--- config.mk ---
export PLATFORM = sky130hd
export DESIGN_NAME = dcd_core_datapath
export DESIGN_NICKNAME = d
export VERILOG_FILES = /design/src/verilog/dcd_pkg.sv /design/src/verilog/dcd_core_datapath.sv /design/src/verilog/dcd_mult.sv /design/src/verilog/dcd_ret_stack.sv
export VERILOG_INCLUDE_DIRS = /design/src /design/src/verilog
export SDC_FILE = /design/constraint.sdc
export NUM_CORES = 2
export LEC_CHECK = 0
export BUFFER_PORTS_ARGS = -buffer_cell sky130_fd_sc_hd__buf_4
export CELL_PAD_IN_SITES_DETAIL_PLACEMENT = 1
export CELL_PAD_IN_SITES_GLOBAL_PLACEMENT = 1
export CORE_MARGIN = 3
export CORE_UTILIZATION = 40
export CTS_CLUSTER_SIZE = 25
export DETAILED_ROUTE_END_ITERATION = 12
export HOLD_SLACK_MARGIN = 0.06
export PLACE_DENSITY_LB_ADDON = 0.1
export SLEW_MARGIN = 25
export SYNTH_ARGS = -nofsm -noshare
export SYNTH_HDL_FRONTEND = slang
export SYNTH_HIERARCHICAL = 1
export SYNTH_SLANG_ARGS = --single-unit
--- constraint.sdc ---
create_clock -name ref_clk_i -period 10.26 [get_ports ref_clk_i]
set_input_delay 1.026 -clock ref_clk_i [delete_from_list [all_inputs] [get_ports ref_clk_i]]
set_output_delay 1.026 -clock ref_clk_i [all_outputs]
set_load 0.05 [all_outputs]
--- src/verilog/dcd_params.svh ---
`ifndef DCD_PARAMS_SVH
`define DCD_PARAMS_SVH

// Scaler limits and fixed shift amounts
`define DCD_ISHIFT_MAX 5'h10
`define DCD_OSHIFT_MAX 3'h7
`define DCD_PSHIFT_L1 1
`define DCD_PSHIFT_L4 4
`define DCD_PSHIFT_R6 6

// Return stack geometry
`define DCD_STACK_DEPTH 4'h8
`define DCD_STACK_PTR_W 3

// Reset values
`define DCD_RESET_VECTOR 16'h0000
`define DCD_RESET_WORD16 16'h0000
`define DCD_RESET_WORD32 32'h0000_0000

`endif

--- src/verilog/dcd_pkg.sv ---
package dcd_pkg;

    // Arithmetic and scaler operations, one per cycle
    typedef enum logic [3:0] {
        OP_NOP,
        OP_LOAD_SHIFTED,
        OP_ADD_SHIFTED,
        OP_SUB_SHIFTED,
        OP_LOAD_SHIFTED_BY_TEMP,
        OP_ADD_SHIFTED_BY_TEMP,
        OP_SUB_SHIFTED_BY_TEMP,
        OP_LOAD_TEMP,
        OP_MUL_SIGNED,
        OP_MUL_UNSIGNED,
        OP_LOAD_PROD,
        OP_ADD_PROD,
        OP_SUB_PROD,
        OP_TEST_BIT_BY_TEMP,
        OP_STORE
    } dcd_op_t;

    // Program flow operations, taken with bus_ready_i
    typedef enum logic [3:0] {
        FLOW_SEQ,
        FLOW_BRANCH,
        FLOW_BRANCH_COND,
        FLOW_CALL,
        FLOW_RETURN,
        FLOW_DATA_MOVE_START,
        FLOW_DATA_MOVE_END,
        FLOW_PUSH,
        FLOW_POP
    } dcd_flow_t;

    typedef enum logic [2:0] {
        COND_ALWAYS,
        COND_EQ,
        COND_NEQ,
        COND_LT,
        COND_GEQ,
        COND_OVF
    } dcd_cond_t;

    typedef enum logic [1:0] {
        PRODUCT_SCALER_NONE,
        PRODUCT_SCALER_LEFT1,
        PRODUCT_SCALER_LEFT4,
        PRODUCT_SCALER_RIGHT6
    } dcd_product_scaler_t;

endpackage

--- src/verilog/dcd_core_datapath.sv ---
`timescale 1ns/1ps
`include "dcd_params.svh"

// What this block does
// - Input scaler shifts a 16-bit word left 0 to 16 into 32 bits.
// - Input scaling is combinational, adding no cycle to any operation.
// - Multiplier forms a full 32-bit product in one cycle.
// - Each multiply picks signed or unsigned operation.
// - Micro store saves next fetch address during sequential data moves.
// - Next-address register holds the address for next bus cycle.
// - Output scaler shifts the accumulator left 0 to 7 places.
// - Output scaler writes upper or lower half to the write bus.
// - Current-address register holds bus address until the cycle ends.
// - Program counter increments next address for fetches and data moves.
// - Controller decodes ops, holds status, evaluates branch conditions.
// - Product register captures every multiply result.
// - Product scaler applies none, left 1, left 4 or right 6.
// - Hardware stack holds eight 16-bit return addresses or data words.
// - Temporary register supplies one multiply operand.
// - Temporary register gives shift count for shift-by-temp ops.
// - Temporary register gives the bit position for bit test.
// - Accumulator is a 32-bit register feeding later arithmetic.

module dcd_core_datapath (
    input wire logic ref_clk_i,
    input wire logic srst_i,
    input wire dcd_pkg::dcd_op_t op_i,
    input wire logic [15:0] data_i,
    input wire logic [4:0] in_shift_i,
    input wire dcd_pkg::dcd_product_scaler_t product_scaler_i,
    input wire logic [2:0] out_shift_i,
    input wire logic out_high_i,
    input wire dcd_pkg::dcd_flow_t flow_i,
    input wire dcd_pkg::dcd_cond_t cond_i,
    input wire logic [15:0] target_i,
    input wire logic [15:0] push_data_i,
    input wire logic bus_ready_i,
    output logic [31:0] acc_o,
    output logic [31:0] prod_o,
    output logic [15:0] multiply_operand_reg_o,
    output logic [15:0] program_address_bus_o,
    output logic [15:0] next_addr_o,
    output logic [15:0] data_write_bus_o,
    output logic dwb_valid_o,
    output logic bit_result_o,
    output logic bit_valid_o,
    output logic [15:0] stack_top_o,
    output logic [3:0] stack_depth_o,
    output logic data_move_o,
    output logic acc_zero_o,
    output logic acc_neg_o,
    output logic ovf_o
);

    ////////////////////////////////////////////////////////////////////////
    // State

    typedef struct packed {
        logic [31:0] accumulator_reg;
        logic [31:0] product_reg;
        logic [15:0] multiply_operand_reg;
        logic [15:0] next_fetch_address_reg;
        logic [15:0] current_fetch_address_reg;
        logic [15:0] micro_return_store;
        logic data_move;
        logic ovf;
        logic [15:0] dwb;
        logic dwb_vld;
        logic bit_res;
        logic bit_vld;
    } dcd_core_st_t;

    dcd_core_st_t s_q;
    dcd_core_st_t s_d;

    ////////////////////////////////////////////////////////////////////////
    // Functions

    // Counts above the maximum clamp rather than wrap
    function automatic logic [31:0] input_scaler(input logic [15:0] d,
                                                 input logic [4:0] n);
        logic [4:0] k;
        k = (n > `DCD_ISHIFT_MAX) ? `DCD_ISHIFT_MAX : n;
        return {16'h0000, d} << k;
    endfunction

    // Result in [31:0], signed overflow in [32]
    function automatic logic [32:0] add_sub(input logic [31:0] a,
                                            input logic [31:0] b,
                                            input logic sub);
        logic [31:0] bb;
        logic [31:0] r;
        logic v;
        bb = sub ? ~b : b;
        r = a + bb + {31'h0000_0000, sub};
        v = (a[31] == bb[31]) && (r[31] != a[31]);
        return {v, r};
    endfunction

    ////////////////////////////////////////////////////////////////////////
    // Combinational datapath

    logic [31:0] mul_p;
    logic mul_signed;
    logic [4:0] in_cnt;
    logic [31:0] in_scaled;
    logic [31:0] p_scaled;
    logic [31:0] o_shifted;
    logic [15:0] pc_inc;
    logic [15:0] stk_top;
    logic [3:0] stk_depth;
    logic stk_push;
    logic stk_pop;
    logic [15:0] stk_push_data;
    logic cond_true;
    logic [32:0] arith;
    logic by_temp;

    assign mul_signed = (op_i == dcd_pkg::OP_MUL_SIGNED);

    dcd_mult u_mult (
        .a_i(s_q.multiply_operand_reg),
        .b_i(data_i),
        .signed_i(mul_signed),
        .prod_o(mul_p)
    );

    assign by_temp = (op_i == dcd_pkg::OP_LOAD_SHIFTED_BY_TEMP)
        || (op_i == dcd_pkg::OP_ADD_SHIFTED_BY_TEMP)
        || (op_i == dcd_pkg::OP_SUB_SHIFTED_BY_TEMP);

    assign in_cnt = by_temp ? {1'b0, s_q.multiply_operand_reg[3:0]}
                            : in_shift_i;

    assign in_scaled = input_scaler(data_i, in_cnt);

    always_comb begin
        case (product_scaler_i)
            dcd_pkg::PRODUCT_SCALER_NONE: begin
                p_scaled = s_q.product_reg;
            end
            dcd_pkg::PRODUCT_SCALER_LEFT1: begin
                p_scaled = s_q.product_reg << `DCD_PSHIFT_L1;
            end
            dcd_pkg::PRODUCT_SCALER_LEFT4: begin
                p_scaled = s_q.product_reg << `DCD_PSHIFT_L4;
            end
            dcd_pkg::PRODUCT_SCALER_RIGHT6: begin
                // Sign copies keep the scaled product's sign intact
                p_scaled = $signed(s_q.product_reg) >>> `DCD_PSHIFT_R6;
            end
            default: begin
                p_scaled = s_q.product_reg;
            end
        endcase
    end

    assign o_shifted = s_q.accumulator_reg << out_shift_i;

    assign pc_inc = s_q.next_fetch_address_reg + 16'h0001;

    always_comb begin
        case (cond_i)
            dcd_pkg::COND_ALWAYS: begin
                cond_true = 1'b1;
            end
            dcd_pkg::COND_EQ: begin
                cond_true = (s_q.accumulator_reg == `DCD_RESET_WORD32);
            end
            dcd_pkg::COND_NEQ: begin
                cond_true = (s_q.accumulator_reg != `DCD_RESET_WORD32);
            end
            dcd_pkg::COND_LT: begin
                cond_true = s_q.accumulator_reg[31];
            end
            dcd_pkg::COND_GEQ: begin
                cond_true = !s_q.accumulator_reg[31];
            end
            dcd_pkg::COND_OVF: begin
                cond_true = s_q.ovf;
            end
            default: begin
                cond_true = 1'b0;
            end
        endcase
    end

    ////////////////////////////////////////////////////////////////////////
    // Return stack

    // push on call or data push
    assign stk_push = bus_ready_i && ((flow_i == dcd_pkg::FLOW_CALL)
        || (flow_i == dcd_pkg::FLOW_PUSH));
    assign stk_pop = bus_ready_i && ((flow_i == dcd_pkg::FLOW_RETURN)
        || (flow_i == dcd_pkg::FLOW_POP));
    assign stk_push_data = (flow_i == dcd_pkg::FLOW_CALL) ? pc_inc
                                                          : push_data_i;

    dcd_ret_stack u_stack (
        .ref_clk_i(ref_clk_i),
        .srst_i(srst_i),
        .push_i(stk_push),
        .pop_i(stk_pop),
        .push_data_i(stk_push_data),
        .top_o(stk_top),
        .depth_o(stk_depth)
    );

    ////////////////////////////////////////////////////////////////////////
    // Next state

    always_comb begin
        s_d = s_q;
        s_d.dwb_vld = 1'b0;
        s_d.bit_vld = 1'b0;
        arith = add_sub(s_q.accumulator_reg, in_scaled, 1'b0);

        case (op_i)
            dcd_pkg::OP_LOAD_SHIFTED,
            dcd_pkg::OP_LOAD_SHIFTED_BY_TEMP: begin
                s_d.accumulator_reg = in_scaled;
            end
            dcd_pkg::OP_ADD_SHIFTED,
            dcd_pkg::OP_ADD_SHIFTED_BY_TEMP: begin
                arith = add_sub(s_q.accumulator_reg, in_scaled, 1'b0);
                s_d.accumulator_reg = arith[31:0];
                s_d.ovf = s_q.ovf | arith[32];
            end
            dcd_pkg::OP_SUB_SHIFTED,
            dcd_pkg::OP_SUB_SHIFTED_BY_TEMP: begin
                arith = add_sub(s_q.accumulator_reg, in_scaled, 1'b1);
                s_d.accumulator_reg = arith[31:0];
                s_d.ovf = s_q.ovf | arith[32];
            end
            dcd_pkg::OP_LOAD_TEMP: begin
                s_d.multiply_operand_reg = data_i;
            end
            dcd_pkg::OP_MUL_SIGNED,
            dcd_pkg::OP_MUL_UNSIGNED: begin
                s_d.product_reg = mul_p;
            end
            dcd_pkg::OP_LOAD_PROD: begin
                s_d.accumulator_reg = p_scaled;
            end
            dcd_pkg::OP_ADD_PROD: begin
                arith = add_sub(s_q.accumulator_reg, p_scaled, 1'b0);
                s_d.accumulator_reg = arith[31:0];
                s_d.ovf = s_q.ovf | arith[32];
            end
            dcd_pkg::OP_SUB_PROD: begin
                arith = add_sub(s_q.accumulator_reg, p_scaled, 1'b1);
                s_d.accumulator_reg = arith[31:0];
                s_d.ovf = s_q.ovf | arith[32];
            end
            dcd_pkg::OP_TEST_BIT_BY_TEMP: begin
                s_d.bit_res = data_i[s_q.multiply_operand_reg[3:0]];
                s_d.bit_vld = 1'b1;
            end
            dcd_pkg::OP_STORE: begin
                s_d.dwb = out_high_i ? o_shifted[31:16] : o_shifted[15:0];
                s_d.dwb_vld = 1'b1;
            end
            default: begin
                s_d.dwb_vld = 1'b0;
            end
        endcase

        // Flow ops wait for the bus cycle so the address never moves early
        if (bus_ready_i) begin
            // bus address moves only at cycle end
            s_d.current_fetch_address_reg = s_q.next_fetch_address_reg;
            case (flow_i)
                dcd_pkg::FLOW_SEQ,
                dcd_pkg::FLOW_PUSH,
                dcd_pkg::FLOW_POP: begin
                    s_d.next_fetch_address_reg = pc_inc;
                end
                dcd_pkg::FLOW_BRANCH,
                dcd_pkg::FLOW_CALL: begin
                    s_d.next_fetch_address_reg = target_i;
                end
                dcd_pkg::FLOW_BRANCH_COND: begin
                    s_d.next_fetch_address_reg = cond_true ? target_i
                                                           : pc_inc;
                end
                dcd_pkg::FLOW_RETURN: begin
                    s_d.next_fetch_address_reg = stk_top;
                end
                dcd_pkg::FLOW_DATA_MOVE_START: begin
                    s_d.micro_return_store = pc_inc;
                    s_d.data_move = 1'b1;
                    s_d.next_fetch_address_reg = target_i;
                end
                dcd_pkg::FLOW_DATA_MOVE_END: begin
                    s_d.next_fetch_address_reg = s_q.micro_return_store;
                    s_d.data_move = 1'b0;
                end
                default: begin
                    s_d.next_fetch_address_reg = pc_inc;
                end
            endcase
        end
    end

    always_ff @(posedge ref_clk_i) begin
        if (srst_i) begin
            s_q <= '0;
            s_q.next_fetch_address_reg <= `DCD_RESET_VECTOR;
            s_q.current_fetch_address_reg <= `DCD_RESET_VECTOR;
        end else begin
            s_q <= s_d;
        end
    end

    ////////////////////////////////////////////////////////////////////////
    // Outputs

    assign acc_o = s_q.accumulator_reg;
    assign prod_o = s_q.product_reg;
    assign multiply_operand_reg_o = s_q.multiply_operand_reg;
    assign program_address_bus_o = s_q.current_fetch_address_reg;
    assign next_addr_o = s_q.next_fetch_address_reg;
    assign data_write_bus_o = s_q.dwb;
    assign dwb_valid_o = s_q.dwb_vld;
    assign bit_result_o = s_q.bit_res;
    assign bit_valid_o = s_q.bit_vld;
    assign stack_top_o = stk_top;
    assign stack_depth_o = stk_depth;
    assign data_move_o = s_q.data_move;
    assign acc_zero_o = (s_q.accumulator_reg == `DCD_RESET_WORD32);
    assign acc_neg_o = s_q.accumulator_reg[31];
    assign ovf_o = s_q.ovf;

endmodule

--- src/verilog/dcd_mult.sv ---
`timescale 1ns/1ps

module dcd_mult (
    input wire logic [15:0] a_i,
    input wire logic [15:0] b_i,
    input wire logic signed_i,
    output logic [31:0] prod_o
);

    logic signed [16:0] a_ext;
    logic signed [16:0] b_ext;
    logic signed [33:0] full;

    // Extend by one bit so one signed multiplier serves both modes
    assign a_ext = {a_i[15] & signed_i, a_i};
    assign b_ext = {b_i[15] & signed_i, b_i};
    assign full = a_ext * b_ext;
    assign prod_o = full[31:0];

endmodule

--- src/verilog/dcd_ret_stack.sv ---
`timescale 1ns/1ps
`include "dcd_params.svh"

module dcd_ret_stack (
    input wire logic ref_clk_i,
    input wire logic srst_i,
    input wire logic push_i,
    input wire logic pop_i,
    input wire logic [15:0] push_data_i,
    output logic [15:0] top_o,
    output logic [3:0] depth_o
);

    typedef struct packed {
        logic [7:0][15:0] mem;
        logic [`DCD_STACK_PTR_W-1:0] ptr;
        logic [3:0] cnt;
    } dcd_stk_st_t;

    dcd_stk_st_t s_q;
    dcd_stk_st_t s_d;

    // Circular store: a push on a full stack drops the deepest entry
    always_comb begin
        s_d = s_q;
        if (push_i) begin
            s_d.mem[s_q.ptr] = push_data_i;
            s_d.ptr = s_q.ptr + 3'h1;
            if (s_q.cnt != `DCD_STACK_DEPTH) begin
                s_d.cnt = s_q.cnt + 4'h1;
            end
        end else if (pop_i && (s_q.cnt != 4'h0)) begin
            s_d.ptr = s_q.ptr - 3'h1;
            s_d.cnt = s_q.cnt - 4'h1;
        end
    end

    always_ff @(posedge ref_clk_i) begin
        if (srst_i) begin
            s_q <= '0;
        end else begin
            s_q <= s_d;
        end
    end

    assign top_o = s_q.mem[s_q.ptr - 3'h1];
    assign depth_o = s_q.cnt;

endmodule
# After elaboration in Yosys (flattened, before gate mapping)
# Cells that the tools add are included.
classes:
  order_cmp: 5
  bitwise: 8
  mux: 23
  mul: 1
  add_sub_neg: 11
  n_reduce_logical: 30
  shifts: 2
  eq_ne: 40
op_table:
  columns: ["operator", "count"]
  rows:
  - ["32-bit one-hot mux with 6 select lines", 1]
  - ["32-bit adder", 4]
  - ["128-bit bitwise mux", 1]
  - ["32-bit one-hot mux with 4 select lines", 1]
  - ["16-bit 2-to-1 mux", 5]
  - ["32-bit by 1-bit adder with 32-bit output (second input constant)", 2]
  - ["32-bit inverter", 2]
  - ["16-bit one-hot mux with 4 select lines", 1]
  - ["16-bit binary-select mux with 3-bit select", 1]
  - ["16-bit demux with 3-bit select", 1]
  - ["4-bit by 3-bit equality test with 1-bit output (second input constant)", 8]
  - ["4-bit equality test (second input constant)", 8]
  - ["32-bit zero test", 1]
  - ["17-bit by 17-bit multiplier with 32-bit output", 1]
  - ["32-bit nonzero test", 1]
  - ["16-bit by 5-bit << shifter with 32-bit output", 1]
  - ["32-bit by 3-bit << shifter with 32-bit output", 1]
  - ["16-bit by 1-bit adder with 16-bit output (second input constant)", 1]
  - ["4-bit by 2-bit equality test with 1-bit output (second input constant)", 4]
  - ["7-bit 2-to-1 mux", 2]
  - ["5-bit 2-to-1 mux", 2]
  - ["4-bit by 1-bit equality test with 1-bit output (second input constant)", 2]
  - ["1-bit logical AND", 8]
  - ["3-bit by 4-bit less-than comparator with 1-bit output (second input constant)", 2]
  - ["other kinds (34)", 59]
word_totals:
  register_bits: 284
  out_inout_bits: 155
  input_bits: 73

# Longest topological paths before layout
logic_depth:
  depth_word: 14
  mapped_depth: 32

# Cells and area by module
# Netlist, hierarchy kept.
modules_own_cells:
  columns: ["module", "cells_each", "area_each_um2", "instances"]
  rows:
  - ["dcd_core_datapath", 2434, 18033.5, 1]
  - ["dcd_mult", 1174, 10535.1, 1]
  - ["dcd_ret_stack", 696, 6068.3, 1]

# Worst setup path after synthesis
# Ideal clock, no wire load.
synth_path:
  path_type: "input to register"
  start: "in op_i[1]"
  end: "reg s_q, in the netlist prod_o[31]"
  cell_stages: 29
  required_time_ns: 10.190
  arrival_ns: 7.853
  setup_time_ns: 0.070
  slack_ns: 2.337
  n_path_buf: 5
  cell_sequence: "clkbuf_1 -> clkbuf_1 -> nand2b_1 -> clkbuf_1 -> clkbuf_1 -> nor2_1 -> and2_1 -> clkbuf_1 -> nand2_1 -> inv_1 -> fa_1 -> inv_1 -> fa_1 -> fa_1 -> fa_1 -> fa_1 -> fa_1 -> inv_1 -> ha_1 -> a21o_2 -> a221o_1 -> a211o_1 -> a21oi_2 -> a31oi_1 -> a21o_1 -> a21oi_2 -> xnor2_1 -> nand2_1 -> a21oi_1"
synth_between:
  elab_chain_cells: 3
  elab_cells_between_ends: 6
  cone_classes: "1 x mul; 2 x eq/ne; 2 x bitwise; 1 x reduce/logical"
synth_lines:
  columns: ["item", "line_no", "rtl"]
  rows:
  - ["start: declaration", "dcd_core_datapath.sv:27", "input wire dcd_pkg::dcd_op_t op_i,"]
  - ["4-bit equality test *", "dcd_core_datapath.sv:119", "assign mul_signed = (op_i == dcd_pkg::OP_MUL_SIGNED);"]
  - ["via mul_signed", "dcd_core_datapath.sv:104", "logic mul_signed;"]
  - ["1-bit bitwise AND, on equally long branches", "dcd_mult.sv:15, dcd_mult.sv:16", null]
  - ["17-bit by 17-bit multiplier with 32-bit output *", "dcd_mult.sv:17", "assign full = a_ext * b_ext;"]
  - ["via mul_p[31]", "dcd_core_datapath.sv:103", "logic [31:0] mul_p;"]
  - ["end: declaration", "dcd_core_datapath.sv:73", "dcd_core_st_t s_q;"]
# Mark *: on every way through the listed nets, which the timed path passes. The rest lies on a longest branch.
# A chain may end at the register's enable or synchronous reset.

# Worst setup path in the final report
layout_path:
  start: "in op_i[3]"
  end: "reg s_q, in the netlist prod_o[31]"
# Same word-level chain as after synthesis.

==> flow_summary.toml <==
[synthesis]
yosys-top-cells-area = "fa_1 (17%), dfxtp_1 (16%), ha_1 (7.7%), nand2_1 (7.0%), a21oi_1 (5.4%)"
ys.flop_type = "dfxtp_1"
synth_edf_count = 0
ys_ff_latch = 284
ys_warn_count = 6
synth_cells = 4304
avgSynthCellArea_um2 = 8.05
yosys.area.top_type = "fa_1"
synth_seq_area_share = 0.164
synth_nets = 4878
yosysUniqueCellTypes = 99
synth_top_area_frac = 0.166
netlist_area_um2 = 34600
synthArstFlopShare = 0

[sta]
max_freq_mhz = 130
rsz0062_at_grt = "no"
post-route-period-util = 0.748
slew_viol_final = 0
setup_viol = 0
hold_ws_ns = 0.451
final_hold_viol_count = 0
worstMarginPinSlew_ns = 1.07
min_period_ns = 7.68
skew_ns = 0.0225
max_slew_margin = 0.288
layout_setup_ws_ns = 2.58
fin_setup_tns_ns = 0

[min_path]
worstHoldPathType = "reg -> reg"

[clock_tree]
cts_setup_buffers = 0
cts.sinks = 284
clock_path_buffers = 3
cts_buffers = 38
cts_tree = "yes"
clk_pin_slew_ns = 0.06
clk_latency_ns = 0.58
htree_levels = 2
cts-resized-gates = 0
cts_root_buf = "clkbuf_16"
ctsHoldBuffers = 0

[floorplanning]
die_width_um = 300
pin_count = 228
die_h_um = 300
initial_core_util = 0.405
die_area_um2 = 90200
row_count = 107
coreArea_um2 = 85500

[detailed_routing]
drtIter0Drc = 2188
ant_nets = 0
route.detailed.drc = 0
post_drt_via_cell_ratio = 5.78
via_count = 31201
wl_mm = 133
avgRoutedWirePerCell_um = 24.6
drtPass1Iterations = 5

[grt]
antenna_found_initial = 5
grt_pass1_vias = 32082
grt_pass1_wl_mm = 201
grt-ovfl-total = 0
grt.total_usage = 0.288
grt_max_degree = 185

[pwr]
peakVddDrop_mv = 0.107
leakagePower_nw = 16.1
p_total_mw = 4.30
powerDensity_nw_per_um2 = 115

[layout]
stdcell_area_um2 = 37400
fin_nets = 4798
areaGrowthSynthToFinish_pct = 7.95
final_cell_mix = "nand2_1 (645), inv_1 (455), a21oi_1 (375)"
fillCellCount = 10275
final_common_cell = "nand2_1"
utilization = 0.437
drive_above_1_share = 0.122
finalNonFillerCells = 5399

[placement]
placed_cells = 5328
pre_cts_ws_ns = 2.05
placed_cell_area_um2 = 36100
gp_congestion = 0.931
hpwl_mm = 98.6
port_buffers = 227

[worst_setup_path]
crit_type = "in -> reg"
cp_data_required_time_ns = 10.76
critPathCaptureType = "flip-flop"
critical_path_arrival_ns = 8.17
worst-path-max-fanout = 33
crit_path_start_kind = "primary input"

[outcome]
status = "complete, no violations"

[run]
drv_cap = 0
-- worst paths after layout --
| check | start | to | cells past startpoint | slack [ns] |
|---|---|---|---|---|
| hold reg to reg | u_stack/s_q[123] | u_stack/s_q[123] | 2 | 0.45 |
| hold / removal | u_stack/s_q[123] | u_stack/s_q[123] | 2 | 0.45 |
| setup reg to reg | multiply_operand_reg_o[15] | prod_o[31] | 23 | 3.64 |
| setup / recovery | op_i[3] | prod_o[31] | 26 | 2.58 |
-- state kept, by name, summed over array words and instances (netlist names) --
signal and count:
bit_valid_o 1, multiply_operand_reg_o 16, acc_o 32, data_write_bus_o 16, next_addr_o 16, bit_result_o 1
program_address_bus_o 16, prod_o 32, s_q 16, u_stack/s_q 131, u_stack/depth_o 4, dwb_valid_o 1
data_move_o 1, ovf_o 1
-- cells in the mapped netlist (30+ instances only) --
cell type	instances
fa_1	287
o21ai_0	107
and3_1	30
inv_1	455
dfxtp_1	284
mux2i_1	110
ha_1	214
a21o_1	37
clkbuf_1	199
a221oi_1	30
a21oi_1	375
a211oi_1	62
nand2b_1	32
a311oi_1	31
nor2_1	276
nor3_1	56
and2_1	145
nor2b_1	46
mux4_2	64
mux2_2	32
nand3_1	52
nand2_1	645
buf_2	44
buf_4	138
xnor2_1	69
-- worst max-delay path: stages --
cell and delay (ns):
buf_4 0.21, nor2b_1 0.26, nand2b_1 0.09, buf_4 0.25, nor2_1 0.14, buf_4 0.22
nand2_1 0.43, or2_2 0.48, fa_1 0.45, fa_1 0.52, fa_1 0.44, fa_1 0.52
fa_1 0.43, fa_1 0.49, inv_1 0.04, ha_1 0.35, a21o_2 0.24, a221o_1 0.31
a211o_1 0.25, a21oi_2 0.17, a31oi_1 0.15, a21o_1 0.22, a21oi_2 0.14, xnor2_1 0.12
nand2_1 0.07, a21oi_1 0.12
-- cells by family after synthesis --
family                   after synthesis  share of synthesized area
XOR/XNOR                              93                     0.0237
buffers and inverters                856                      0.111
AO/OA/AOI/OAI                        962                      0.183
adder cells (fa/ha/maj)              501                      0.243
multiplexers                         214                     0.0899
flip-flops                           284                      0.164
AND/OR/NAND/NOR                     1394                      0.185
-- power by group --
part | leakage, nW | internal, mW | total, mW | switching (mW)
clock network | 0.599 | 0.751 | 1.32 | 0.573
registers | 2.30 | 1.14 | 1.25 | 0.108
logic | 13.2 | 0.599 | 1.73 | 1.13
total | 16.1 | 2.49 | 4.30 | 1.81
-- routing by layer --
metal,vias up,global-route usage,share of wire
met3,153,0.0332,0.051
li1,14358,-,-
met2,799,0.470,0.46
met1,15889,0.402,0.46
met4,2,0.0868,0.031
met5,-,0,0.000098
-- layout make-up --
cell class	instances	area (um^2)	area share
Antenna cell	3	7.51	0.000201
Clock buffer	54	1090	0.0292
Clock inverter	14	133	0.00355
Inverter	456	1710	0.0458
Multi-Input combinational cell	3164	25200	0.674
Sequential cell	284	5690	0.152
Tap cell	1144	1430	0.0383
Timing Repair Buffer	280	2130	0.0570
(Power assumes the default switching activity.)
